===== config.mk =====
export PLATFORM = sky130hd
export DESIGN_NAME = normal_event_bank
export DESIGN_NICKNAME = d
export VERILOG_FILES = /design/src/rtl/evt_pkg.sv /design/src/rtl/event_flag.sv /design/src/rtl/normal_event_bank.sv
export VERILOG_INCLUDE_DIRS = /design/src /design/src/rtl
export SDC_FILE = /design/constraint.sdc
export NUM_CORES = 1
export LEC_CHECK = 0
export BUFFER_PORTS_ARGS = -buffer_cell sky130_fd_sc_hd__buf_4
export CORE_MARGIN = 5
export CORE_UTILIZATION = 55
export CTS_BUF_LIST = sky130_fd_sc_hd__clkbuf_4
export DETAILED_ROUTE_END_ITERATION = 8
export PLACE_DENSITY_LB_ADDON = 0.05
export SETUP_SLACK_MARGIN = 0.3
export SLEW_MARGIN = 5
export SYNTH_ARGS = -nofsm -noshare
export SYNTH_HDL_FRONTEND = slang
export SYNTH_SLANG_ARGS = --single-unit

===== constraint.sdc =====
create_clock -name clk -period 1.6 [get_ports clk]
set_clock_uncertainty 0.1 [all_clocks]
set_input_delay 0.08 -clock clk [delete_from_list [all_inputs] [get_ports clk]]
set_output_delay 0.08 -clock clk [all_outputs]
set_load 0.005 [all_outputs]

===== src/rtl/evt_map.svh =====
// Offsets, field positions, reset values and timing counts of the event bank.
`ifndef EVT_MAP_SVH
`define EVT_MAP_SVH

// Register indices; the byte address on the bus is four times the index.
`define EVT_IDX_NSTAT      6'h30
`define EVT_IDX_ESTAT      6'h32
`define EVT_IDX_LATCH_EN   6'h34
`define EVT_IDX_MASK       6'h38
`define EVT_IDX_CTRL       6'h3C

// Positions of the flags in the normal event status register.
`define EVT_BIT_CMD_DONE   0
`define EVT_BIT_XFER_DONE  1
`define EVT_BIT_GAP        2
`define EVT_BIT_DMA        3
`define EVT_BIT_BUF_WR     4
`define EVT_BIT_ERR_SUM    15

// Positions in the error status and control registers.
`define EVT_BIT_CMD_TMO    0
`define EVT_BIT_ADMA_SEL   0

// Reset values.
`define EVT_LATCH_EN_RST   16'h001F
`define EVT_MASK_RST       16'h0000
`define EVT_CTRL_RST       16'h0000

// Card clock cycles allowed between a command and its response.
`define EVT_RESP_WAIT_CLKS 64

`endif


===== src/rtl/evt_pkg.sv =====
// Types shared by the event bank.
package evt_pkg;

	// States of the response wait watchdog.
	typedef enum logic [0:0] {
		WAIT_IDLE = 1'b0,
		WAIT_RESP = 1'b1
	} wait_state_e;

	// Number of hardware flags, five normal events and the timeout.
	localparam int NUM_FLAGS = 6;

	typedef logic [NUM_FLAGS-1:0] flag_vec_t;

endpackage : evt_pkg


===== src/rtl/event_flag.sv =====
// One sticky event flag, set by hardware and cleared by software.
`timescale 1ns/100ps

module event_flag
(
	input  wire logic clk,
	input  wire logic reset,
	input  wire logic set_evt,
	input  wire logic latch_en,
	input  wire logic clr,
	output logic      q
);

	logic q_r;
	logic q_nxt;

	// The set is tested last so an event in the clearing cycle is kept.
	always_comb
	begin
		q_nxt = q_r;
		if (clr)
			q_nxt = 1'b0;
		if (set_evt && latch_en)
			q_nxt = 1'b1;
	end

	// Flag storage.
	always_ff @(posedge clk)
	begin
		if (reset)
			q_r <= 1'b0;
		else
			q_r <= q_nxt;
	end

	assign q = q_r;

endmodule : event_flag


===== src/rtl/normal_event_bank.sv =====
// Normal event status bank with response watchdog and Wishbone slave.
// ****************************************************************
// Notes on behaviour
// RULE_01: Buffer write ready sets on a rising buffer write enable.
// RULE_02: Simple DMA sets the DMA flag at a boundary, not on last block.
// RULE_03: Advanced DMA sets the DMA flag after a descriptor asking for it.
// RULE_04: With gap stop requested, gap event sets when the transfer halts.
// RULE_05: Read transfer complete sets when read transfer active falls.
// RULE_06: Write transfer complete sets when data line active falls.
// RULE_07: Transfer complete sets when the card releases busy.
// RULE_08: Transfer complete also sets on a halt at the block gap.
// RULE_09: Command complete sets when a response arrives with good CRC.
// RULE_10: Automatic stop and block count commands never set command complete.
// RULE_11: No response within 64 card clocks raises command timeout.
// RULE_12: Software ranks timeout above command complete.
// RULE_13: Software reads both clear as another interrupt source.
// RULE_14: A flag latches only while its latch enable bit is one; the timeout flag has no enable bit here and always latches.
// RULE_15: Flags reset to zero; writing one clears, writing zero keeps.
// ****************************************************************
//
// The register offsets and register access over Wishbone were left to the implementer.
`timescale 1ns/100ps
`include "evt_map.svh"

module normal_event_bank
	import evt_pkg::*;
#(
	parameter int RESP_WAIT_CLKS = `EVT_RESP_WAIT_CLKS
)
(
	input  wire logic        clk,
	input  wire logic        reset,
	input  wire logic        wb_cyc_i,
	input  wire logic        wb_stb_i,
	input  wire logic        wb_we_i,
	input  wire logic [7:0]  wb_adr_i,
	input  wire logic [31:0] wb_dat_i,
	input  wire logic [3:0]  wb_sel_i,
	output logic [31:0]      wb_dat_o,
	output logic             wb_ack_o,
	input  wire logic        buf_write_enable,
	input  wire logic        read_xfer_active,
	input  wire logic        write_xfer_active,
	input  wire logic        data_line_active,
	input  wire logic        read_direction,
	input  wire logic        gap_stop_request,
	input  wire logic        sdma_boundary_hit,
	input  wire logic        sdma_last_block,
	input  wire logic        adma_desc_done,
	input  wire logic        adma_desc_int,
	input  wire logic        busy_released,
	input  wire logic        cmd_issued,
	input  wire logic        resp_received,
	input  wire logic        resp_crc_ok,
	input  wire logic        resp_auto_cmd,
	input  wire logic        card_clk_tick,
	output logic             cmd_timeout,
	output logic             irq
);

	localparam int CW        = $clog2(RESP_WAIT_CLKS);
	localparam int LAST_TICK = RESP_WAIT_CLKS - 1;

	// ****************************************************************
	// Edge detection of present state bits
	// ****************************************************************

	logic bwe_d_r;
	logic rda_d_r;
	logic wra_d_r;
	logic dla_d_r;
	logic bwe_d_nxt;
	logic rda_d_nxt;
	logic wra_d_nxt;
	logic dla_d_nxt;

	// The state bits come from logic on this clock, so no synchroniser.
	always_comb
	begin
		bwe_d_nxt = buf_write_enable;
		rda_d_nxt = read_xfer_active;
		wra_d_nxt = write_xfer_active;
		dla_d_nxt = data_line_active;
	end

	// Previous values of the state bits.
	always_ff @(posedge clk)
	begin
		if (reset)
		begin
			bwe_d_r <= 1'b0;
			rda_d_r <= 1'b0;
			wra_d_r <= 1'b0;
			dla_d_r <= 1'b0;
		end
		else
		begin
			bwe_d_r <= bwe_d_nxt;
			rda_d_r <= rda_d_nxt;
			wra_d_r <= wra_d_nxt;
			dla_d_r <= dla_d_nxt;
		end
	end

	logic bwe_rise;
	logic rda_fall;
	logic wra_fall;
	logic dla_fall;

	// Single cycle edges.
	assign bwe_rise = buf_write_enable & ~bwe_d_r;
	assign rda_fall = ~read_xfer_active & rda_d_r;
	assign wra_fall = ~write_xfer_active & wra_d_r;
	assign dla_fall = ~data_line_active & dla_d_r;

	// ****************************************************************
	// Response watchdog
	// ****************************************************************

	wait_state_e   wstate_r;
	wait_state_e   wstate_nxt;
	logic [CW-1:0] wait_cnt_r;
	logic [CW-1:0] wait_cnt_nxt;
	logic          tmo_evt;

	// Counts card clock ticks after a command until a response arrives.
	always_comb
	begin
		wstate_nxt   = wstate_r;
		wait_cnt_nxt = wait_cnt_r;
		tmo_evt      = 1'b0;
		case (wstate_r)
			WAIT_IDLE:
			begin
				if (cmd_issued)
				begin
					wstate_nxt   = WAIT_RESP;
					wait_cnt_nxt = '0;
				end
			end
			WAIT_RESP:
			begin
				if (resp_received)
					wstate_nxt = WAIT_IDLE;
				else if (card_clk_tick)
				begin
					if (wait_cnt_r == CW'(LAST_TICK)) // RULE_11
					begin
						tmo_evt    = 1'b1;
						wstate_nxt = WAIT_IDLE;
					end
					else
						wait_cnt_nxt = wait_cnt_r + 1'b1;
				end
			end
			default:
				wstate_nxt = WAIT_IDLE;
		endcase
	end

	// Watchdog state.
	always_ff @(posedge clk)
	begin
		if (reset)
		begin
			wstate_r   <= WAIT_IDLE;
			wait_cnt_r <= '0;
		end
		else
		begin
			wstate_r   <= wstate_nxt;
			wait_cnt_r <= wait_cnt_nxt;
		end
	end

	// ****************************************************************
	// Wishbone slave and software registers
	// ****************************************************************

	logic        ack_r;
	logic        ack_nxt;
	logic [31:0] dat_r;
	logic [31:0] dat_nxt;
	logic [15:0] latch_en_r;
	logic [15:0] latch_en_nxt;
	logic [15:0] mask_r;
	logic [15:0] mask_nxt;
	logic [15:0] ctrl_r;
	logic [15:0] ctrl_nxt;
	logic [15:0] nstat;
	logic [15:0] estat;
	logic        req;
	logic        wr_take;
	flag_vec_t   flags;
	flag_vec_t   clr_vec;

	// Merges the written low lanes into a register value.
	function automatic logic [15:0] lane_merge(input logic [15:0] old);
		lane_merge = old;
		if (wb_sel_i[0])
			lane_merge[7:0] = wb_dat_i[7:0];
		if (wb_sel_i[1])
			lane_merge[15:8] = wb_dat_i[15:8];
	endfunction : lane_merge

	// Index match for a register.
	function automatic logic hit(input logic [5:0] idx);
		hit = (wb_adr_i[7:2] == idx);
	endfunction : hit

	assign req     = wb_cyc_i & wb_stb_i;
	assign wr_take = req & wb_we_i & ack_r;

	// Readable views; the error summary bit mirrors any error flag.
	always_comb
	begin
		nstat = '0;
		estat = '0;
		nstat[`EVT_BIT_BUF_WR:`EVT_BIT_CMD_DONE] = flags[4:0];
		estat[`EVT_BIT_CMD_TMO]                  = flags[5];
		nstat[`EVT_BIT_ERR_SUM]                  = |estat;
	end

	// Writes act at the acknowledging edge; unmapped reads return zero.
	always_comb
	begin
		ack_nxt      = req & ~ack_r;
		dat_nxt      = dat_r;
		latch_en_nxt = latch_en_r;
		mask_nxt     = mask_r;
		ctrl_nxt     = ctrl_r;
		clr_vec      = '0;
		if (req && !ack_r)
		begin
			dat_nxt = 32'h0000_0000;
			if (hit(`EVT_IDX_NSTAT))
				dat_nxt[15:0] = nstat;
			else if (hit(`EVT_IDX_ESTAT))
				dat_nxt[15:0] = estat;
			else if (hit(`EVT_IDX_LATCH_EN))
				dat_nxt[15:0] = latch_en_r;
			else if (hit(`EVT_IDX_MASK))
				dat_nxt[15:0] = mask_r;
			else if (hit(`EVT_IDX_CTRL))
				dat_nxt[15:0] = ctrl_r;
		end
		if (wr_take)
		begin
			if (hit(`EVT_IDX_NSTAT) && wb_sel_i[0])
				clr_vec[4:0] = wb_dat_i[4:0]; // RULE_15
			if (hit(`EVT_IDX_ESTAT) && wb_sel_i[0])
				clr_vec[5] = wb_dat_i[`EVT_BIT_CMD_TMO];
			if (hit(`EVT_IDX_LATCH_EN))
				latch_en_nxt = lane_merge(latch_en_r);
			if (hit(`EVT_IDX_MASK))
				mask_nxt = lane_merge(mask_r);
			if (hit(`EVT_IDX_CTRL))
				ctrl_nxt = lane_merge(ctrl_r);
		end
	end

	// Bus and software register storage.
	always_ff @(posedge clk)
	begin
		if (reset)
		begin
			ack_r      <= 1'b0;
			dat_r      <= 32'h0000_0000;
			latch_en_r <= `EVT_LATCH_EN_RST;
			mask_r     <= `EVT_MASK_RST;
			ctrl_r     <= `EVT_CTRL_RST;
		end
		else
		begin
			ack_r      <= ack_nxt;
			dat_r      <= dat_nxt;
			latch_en_r <= latch_en_nxt;
			mask_r     <= mask_nxt;
			ctrl_r     <= ctrl_nxt;
		end
	end

	assign wb_ack_o = ack_r;
	assign wb_dat_o = dat_r;

	// ****************************************************************
	// Event sources and flags
	// ****************************************************************

	logic      adma_sel;
	logic      gap_evt;
	flag_vec_t set_vec;
	flag_vec_t en_vec;

	assign adma_sel = ctrl_r[`EVT_BIT_ADMA_SEL];

	// Halt at the gap: data line idle for reads, write activity for writes.
	assign gap_evt = gap_stop_request & (read_direction ? dla_fall : wra_fall); // RULE_04

	// Event set terms for each flag.
	always_comb
	begin
		set_vec = '0;
		set_vec[`EVT_BIT_BUF_WR] = bwe_rise; // RULE_01
		set_vec[`EVT_BIT_DMA] = adma_sel ? (adma_desc_done & adma_desc_int) // RULE_03
			: (sdma_boundary_hit & ~sdma_last_block); // RULE_02
		set_vec[`EVT_BIT_GAP] = gap_evt;
		set_vec[`EVT_BIT_XFER_DONE] = (read_direction & rda_fall) // RULE_05
			| (~read_direction & dla_fall) // RULE_06
			| busy_released // RULE_07
			| gap_evt; // RULE_08
		set_vec[`EVT_BIT_CMD_DONE] = resp_received & resp_crc_ok & ~resp_auto_cmd; // RULE_09 RULE_10
		set_vec[5] = tmo_evt;
	end

	// The timeout flag always latches; the others follow their enables.
	assign en_vec = {1'b1, latch_en_r[4:0]}; // RULE_14

	// One sticky cell per flag.
	genvar gi;
	generate
		for (gi = 0; gi < NUM_FLAGS; gi++)
		begin : g_flag
			event_flag u_flag
			(
				.clk      (clk),
				.reset    (reset),
				.set_evt  (set_vec[gi]),
				.latch_en (en_vec[gi]),
				.clr      (clr_vec[gi]),
				.q        (flags[gi])
			);
		end
	endgenerate

	// Level interrupt while any unmasked status bit is set.
	assign irq         = |(nstat & mask_r);
	assign cmd_timeout = flags[5];
endmodule : normal_event_bank


==> results by group <==
Floorplan
  – Initial core utilization: 0.571
  – Core area: 0.00691 mm^2
  – Die Y: 94.7 um
  – Die area: 0.00897 mm^2
  – Die width: 94.7 um
  – IO Count: 100
  – # rows: 30

Outcome
  – Status: finished, final reports clean

STA
  – TNS Setup: 0 ns
  – Fmax: 661 MHz
  – # setup viols final: 0
  – Final Hold Viols: 0
  – Minimum clock period: 1.51 ns
  – Final Cycle Share: 0.945
  – RSZ-0062 raised after global routing: true
  – Final worst slack: 0.0881 ns
  – Slew Viols, Final: 0

Critical path
  – Crit path DAT: 1.74 ns
  – Crit start category: flop
  – Worst endpoint required time: 1.83 ns
  – CP endpoint kind: flop
  – Worst reg2reg setup slack: 0.09 ns
  – Crit-path cells: and4_4, buf_4, nand4_1, o21ai_1, a21oi_1
  – Crit Path Category: flop to flop
  – CP max FO: 5
  – CP max stage cell: dfxtp_2
  – Slowest Stage Delay on Critical Path: 0.36 ns
  – Worst r2r path cells: 5

Clocking
  – H-tree depth: 3
  – Clock slew at reported path FFs: 0.13 ns
  – Clock root cell: clkbuf_4
  – CTS tree: built
  – Deepest clock path buffer count: 2
  – Clock insertion delay at the later pin of the skew report: 0.46 ns
  – CTS Sinks: 82
  – Cts bufs inserted: 9

Synthesis
  – Largest cells by area after synthesis: dfxtp_1 (42%), mux2i_1 (11%), nor2_1 (4.7%), nand2b_1 (3.8%), buf_4 (3.4%)
  – EDFF count, synth: 0
  – Dominant cell type by area after synthesis: dfxtp_1
  – Seq/Total Area, Yosys: 0.416
  – Ys async rst share: 0
  – Most common flop cell mapped by yosys: dfxtp_1
  – Top-area cell type share of the netlist area: 0.416
  – Yosys reg bits: 82
  – Synth warn: 0
  – Syn Area/Cell: 9.31 um^2
  – Mapped Cells: 424
  – Yosys cell types: 58
  – Syn Std Cell Area: 0.00395 mm^2

Route
  – Via count: 3,639
  – Vias per cell: 5.56
  – Final ANT Viol Nets: 0
  – Total routed wirelength: 10,800 um
  – DRC Markers: 0
  – First-pass iteration count of the detailed router: 4
  – Mean routed wirelength per cell: 16.5 um
  – Initial DRC Count: 248

Cells and area
  – Most common cell after layout, fill and taps aside: buf_4
  – Post-layout nets: 619
  – Diode count: 0
  – Non-filler cells, final: 654
  – Post-route cell area: 0.00550 mm^2
  – Commonest cells after routing, fill and taps aside: buf_4 (90), dfxtp_1 (67), nor2_1 (46), mux2i_1 (42), dlygate4sd3_1 (38)
  – Utilization after layout: 0.797
  – Layout overhead on the synthesized area: 39.4%
  – Filler instances: 438
  – Share of cells above drive strength 1: 0.323

Power
  – Power Internal: 0.00296 W
  – Pwr dens: 722 mW/mm^2
  – Clock power share: 0.355
  – Peak supply drop: 0.651 mV
  – Leakage: 2.39 nW
  – Sw Share: 0.255
  – Psw: 0.00101 W
  – Part of the power in registers: 0.524
  – Gate power share: 0.121

Place
  – Placed insts: 581
  – Port bufs: 63
  – Global placer's final weighted congestion: 0.908
  – Setup WS pre-CTS: -0.0139 ns
  – Area of placed instances: 0.00458 mm^2
  – Final HPWL DP: 6740 um

GRT
  – Antenna violations before repair: 0
  – Congestion Overflow GR: 0
  – Vias in the first global route: 3,436
  – GRT Util Overall: 0.241
  – First-pass GRT wire length: 16,900 um
  – Largest net degree at the start of global routing: 35

Hold path
  – Hold crit path type: input pin to flop
  – Hold path cells: 4

Job
  – MaxCap Viol Count: 0
-- per-stage QoR --
stage | total power (W) | hold slack, ns
5_1_grt | 0.00414 | 0.0341
3_3_place_gp | 0.00248 | 0.202
3_5_place_dp | 0.00249 | 0.212
4_1_cts | 0.00397 | 0.0104
6_report | 0.00397 | 0.0390
2_1_floorplan | 0.00234 | 0.108
-- cell usage after synthesis, types with 2 or more instances --
cell type and instances:
dfxtp_1 82, nor2_1 49, mux2i_1 42, nand2b_1 24
a21oi_1 19, buf_4 18, nor2b_1 18, clkbuf_1 14
nand2_1 13, o21ai_0 12, a32o_1 11, inv_1 10
o2bb2ai_1 10, and3_1 7, a211o_1 6, a211oi_1 6
o221ai_1 6, o41ai_1 6, or2_2 6, nand3_1 5
nand3b_1 5, or3_1 5, a22oi_1 3, buf_2 3
nand4_4 3, nor3_1 3, a31oi_1 2, and3b_1 2
buf_6 2, nand4_1 2, or2_0 2, or2_1 2
-- worst paths after layout --
| path | endpoint | start |
|---|---|---|
| max reg2reg | g_flag[0].u_flag.q$_SDFFE_PP0P_ | wb_ack_o$_SDFF_PP0_ |
| max | g_flag[0].u_flag.q$_SDFFE_PP0P_ | wb_ack_o$_SDFF_PP0_ |
| min | ctrl_r[7]$_SDFFE_PP0P_ | wb_adr_i[4] |
| min reg2reg | wb_dat_o[14]$_SDFFE_PP0P_ | wb_dat_o[14]$_SDFFE_PP0P_ |
-- cells by family after synthesis --
kind of cell | after synthesis | share of synthesized area
simple gates | 164 | 0.247
mux | 42 | 0.107
other cells | 1 | 0.000950
fa+ha+maj | 1 | 0.00317
buf+inv | 49 | 0.0685
compound gates | 85 | 0.158
flops | 82 | 0.416
-- state kept, by name, indices dropped and copies added, names as in the netlist --
name and count:
ctrl_r 16, latch_en_r 16, mask_r 16, wb_dat_o 16, g_flag.u_flag.q 6, wait_cnt_r 6, bwe_d_r 1, dla_d_r 1
rda_d_r 1, wb_ack_o 1, wra_d_r 1, wstate_r 1
-- what timing repair did --
action                     4_1_cts  5_1_grt
setup buffers                   13        5
pin swaps                       14       12
gates cloned                     1        0
hold endpoints to repair        67        1
resized for setup               46       22
hold buffers                    37        1
setup endpoints to repair       62       78
-- cell type report --
class | count | area (um^2) | share of cell area
multi-input combinational | 309 | 2290 | 0.416
timing repair buffer | 140 | 1220 | 0.221
clock inverter | 7 | 98.8 | 0.0180
inverter | 11 | 41.3 | 0.00750
clock buffer | 9 | 67.6 | 0.0123
sequential | 82 | 1670 | 0.304
tap | 96 | 120 | 0.0218
-- power groups by stage --
| stage | logic [W] | registers, W | clock network, W |
|---|---|---|---|
| finish | 0.000480 | 0.00208 | 0.00141 |
| detailed placement | 0.000357 | 0.00213 | 0 |
| CTS | 0.000453 | 0.00208 | 0.00144 |
| global placement | 0.000351 | 0.00213 | 0 |
| floorplan | 0.000214 | 0.00213 | 0 |
| global route | 0.000518 | 0.00208 | 0.00154 |
-- layer usage --
layer | vias to the layer above | routed length [um] | GRT usage
met1 | 1732 | 4570 | 0.319
met3 | 22 | 708 | 0.0629
met2 | 132 | 5270 | 0.389
li1 | 1753 | - | -
met5 | - | 0 | 0
met4 | 0 | 218 | 0.0673
-- worst max-delay path, delay by kind of cell (launching register included) --
family,cells,cell delay (ns)
AND/OR/NAND/NOR,2,0.48
AO/OA/AOI/OAI,2,0.31
flip-flops,1,0.36
buffers and inverters,1,0.15
Power figures use the tool's default switching activity.
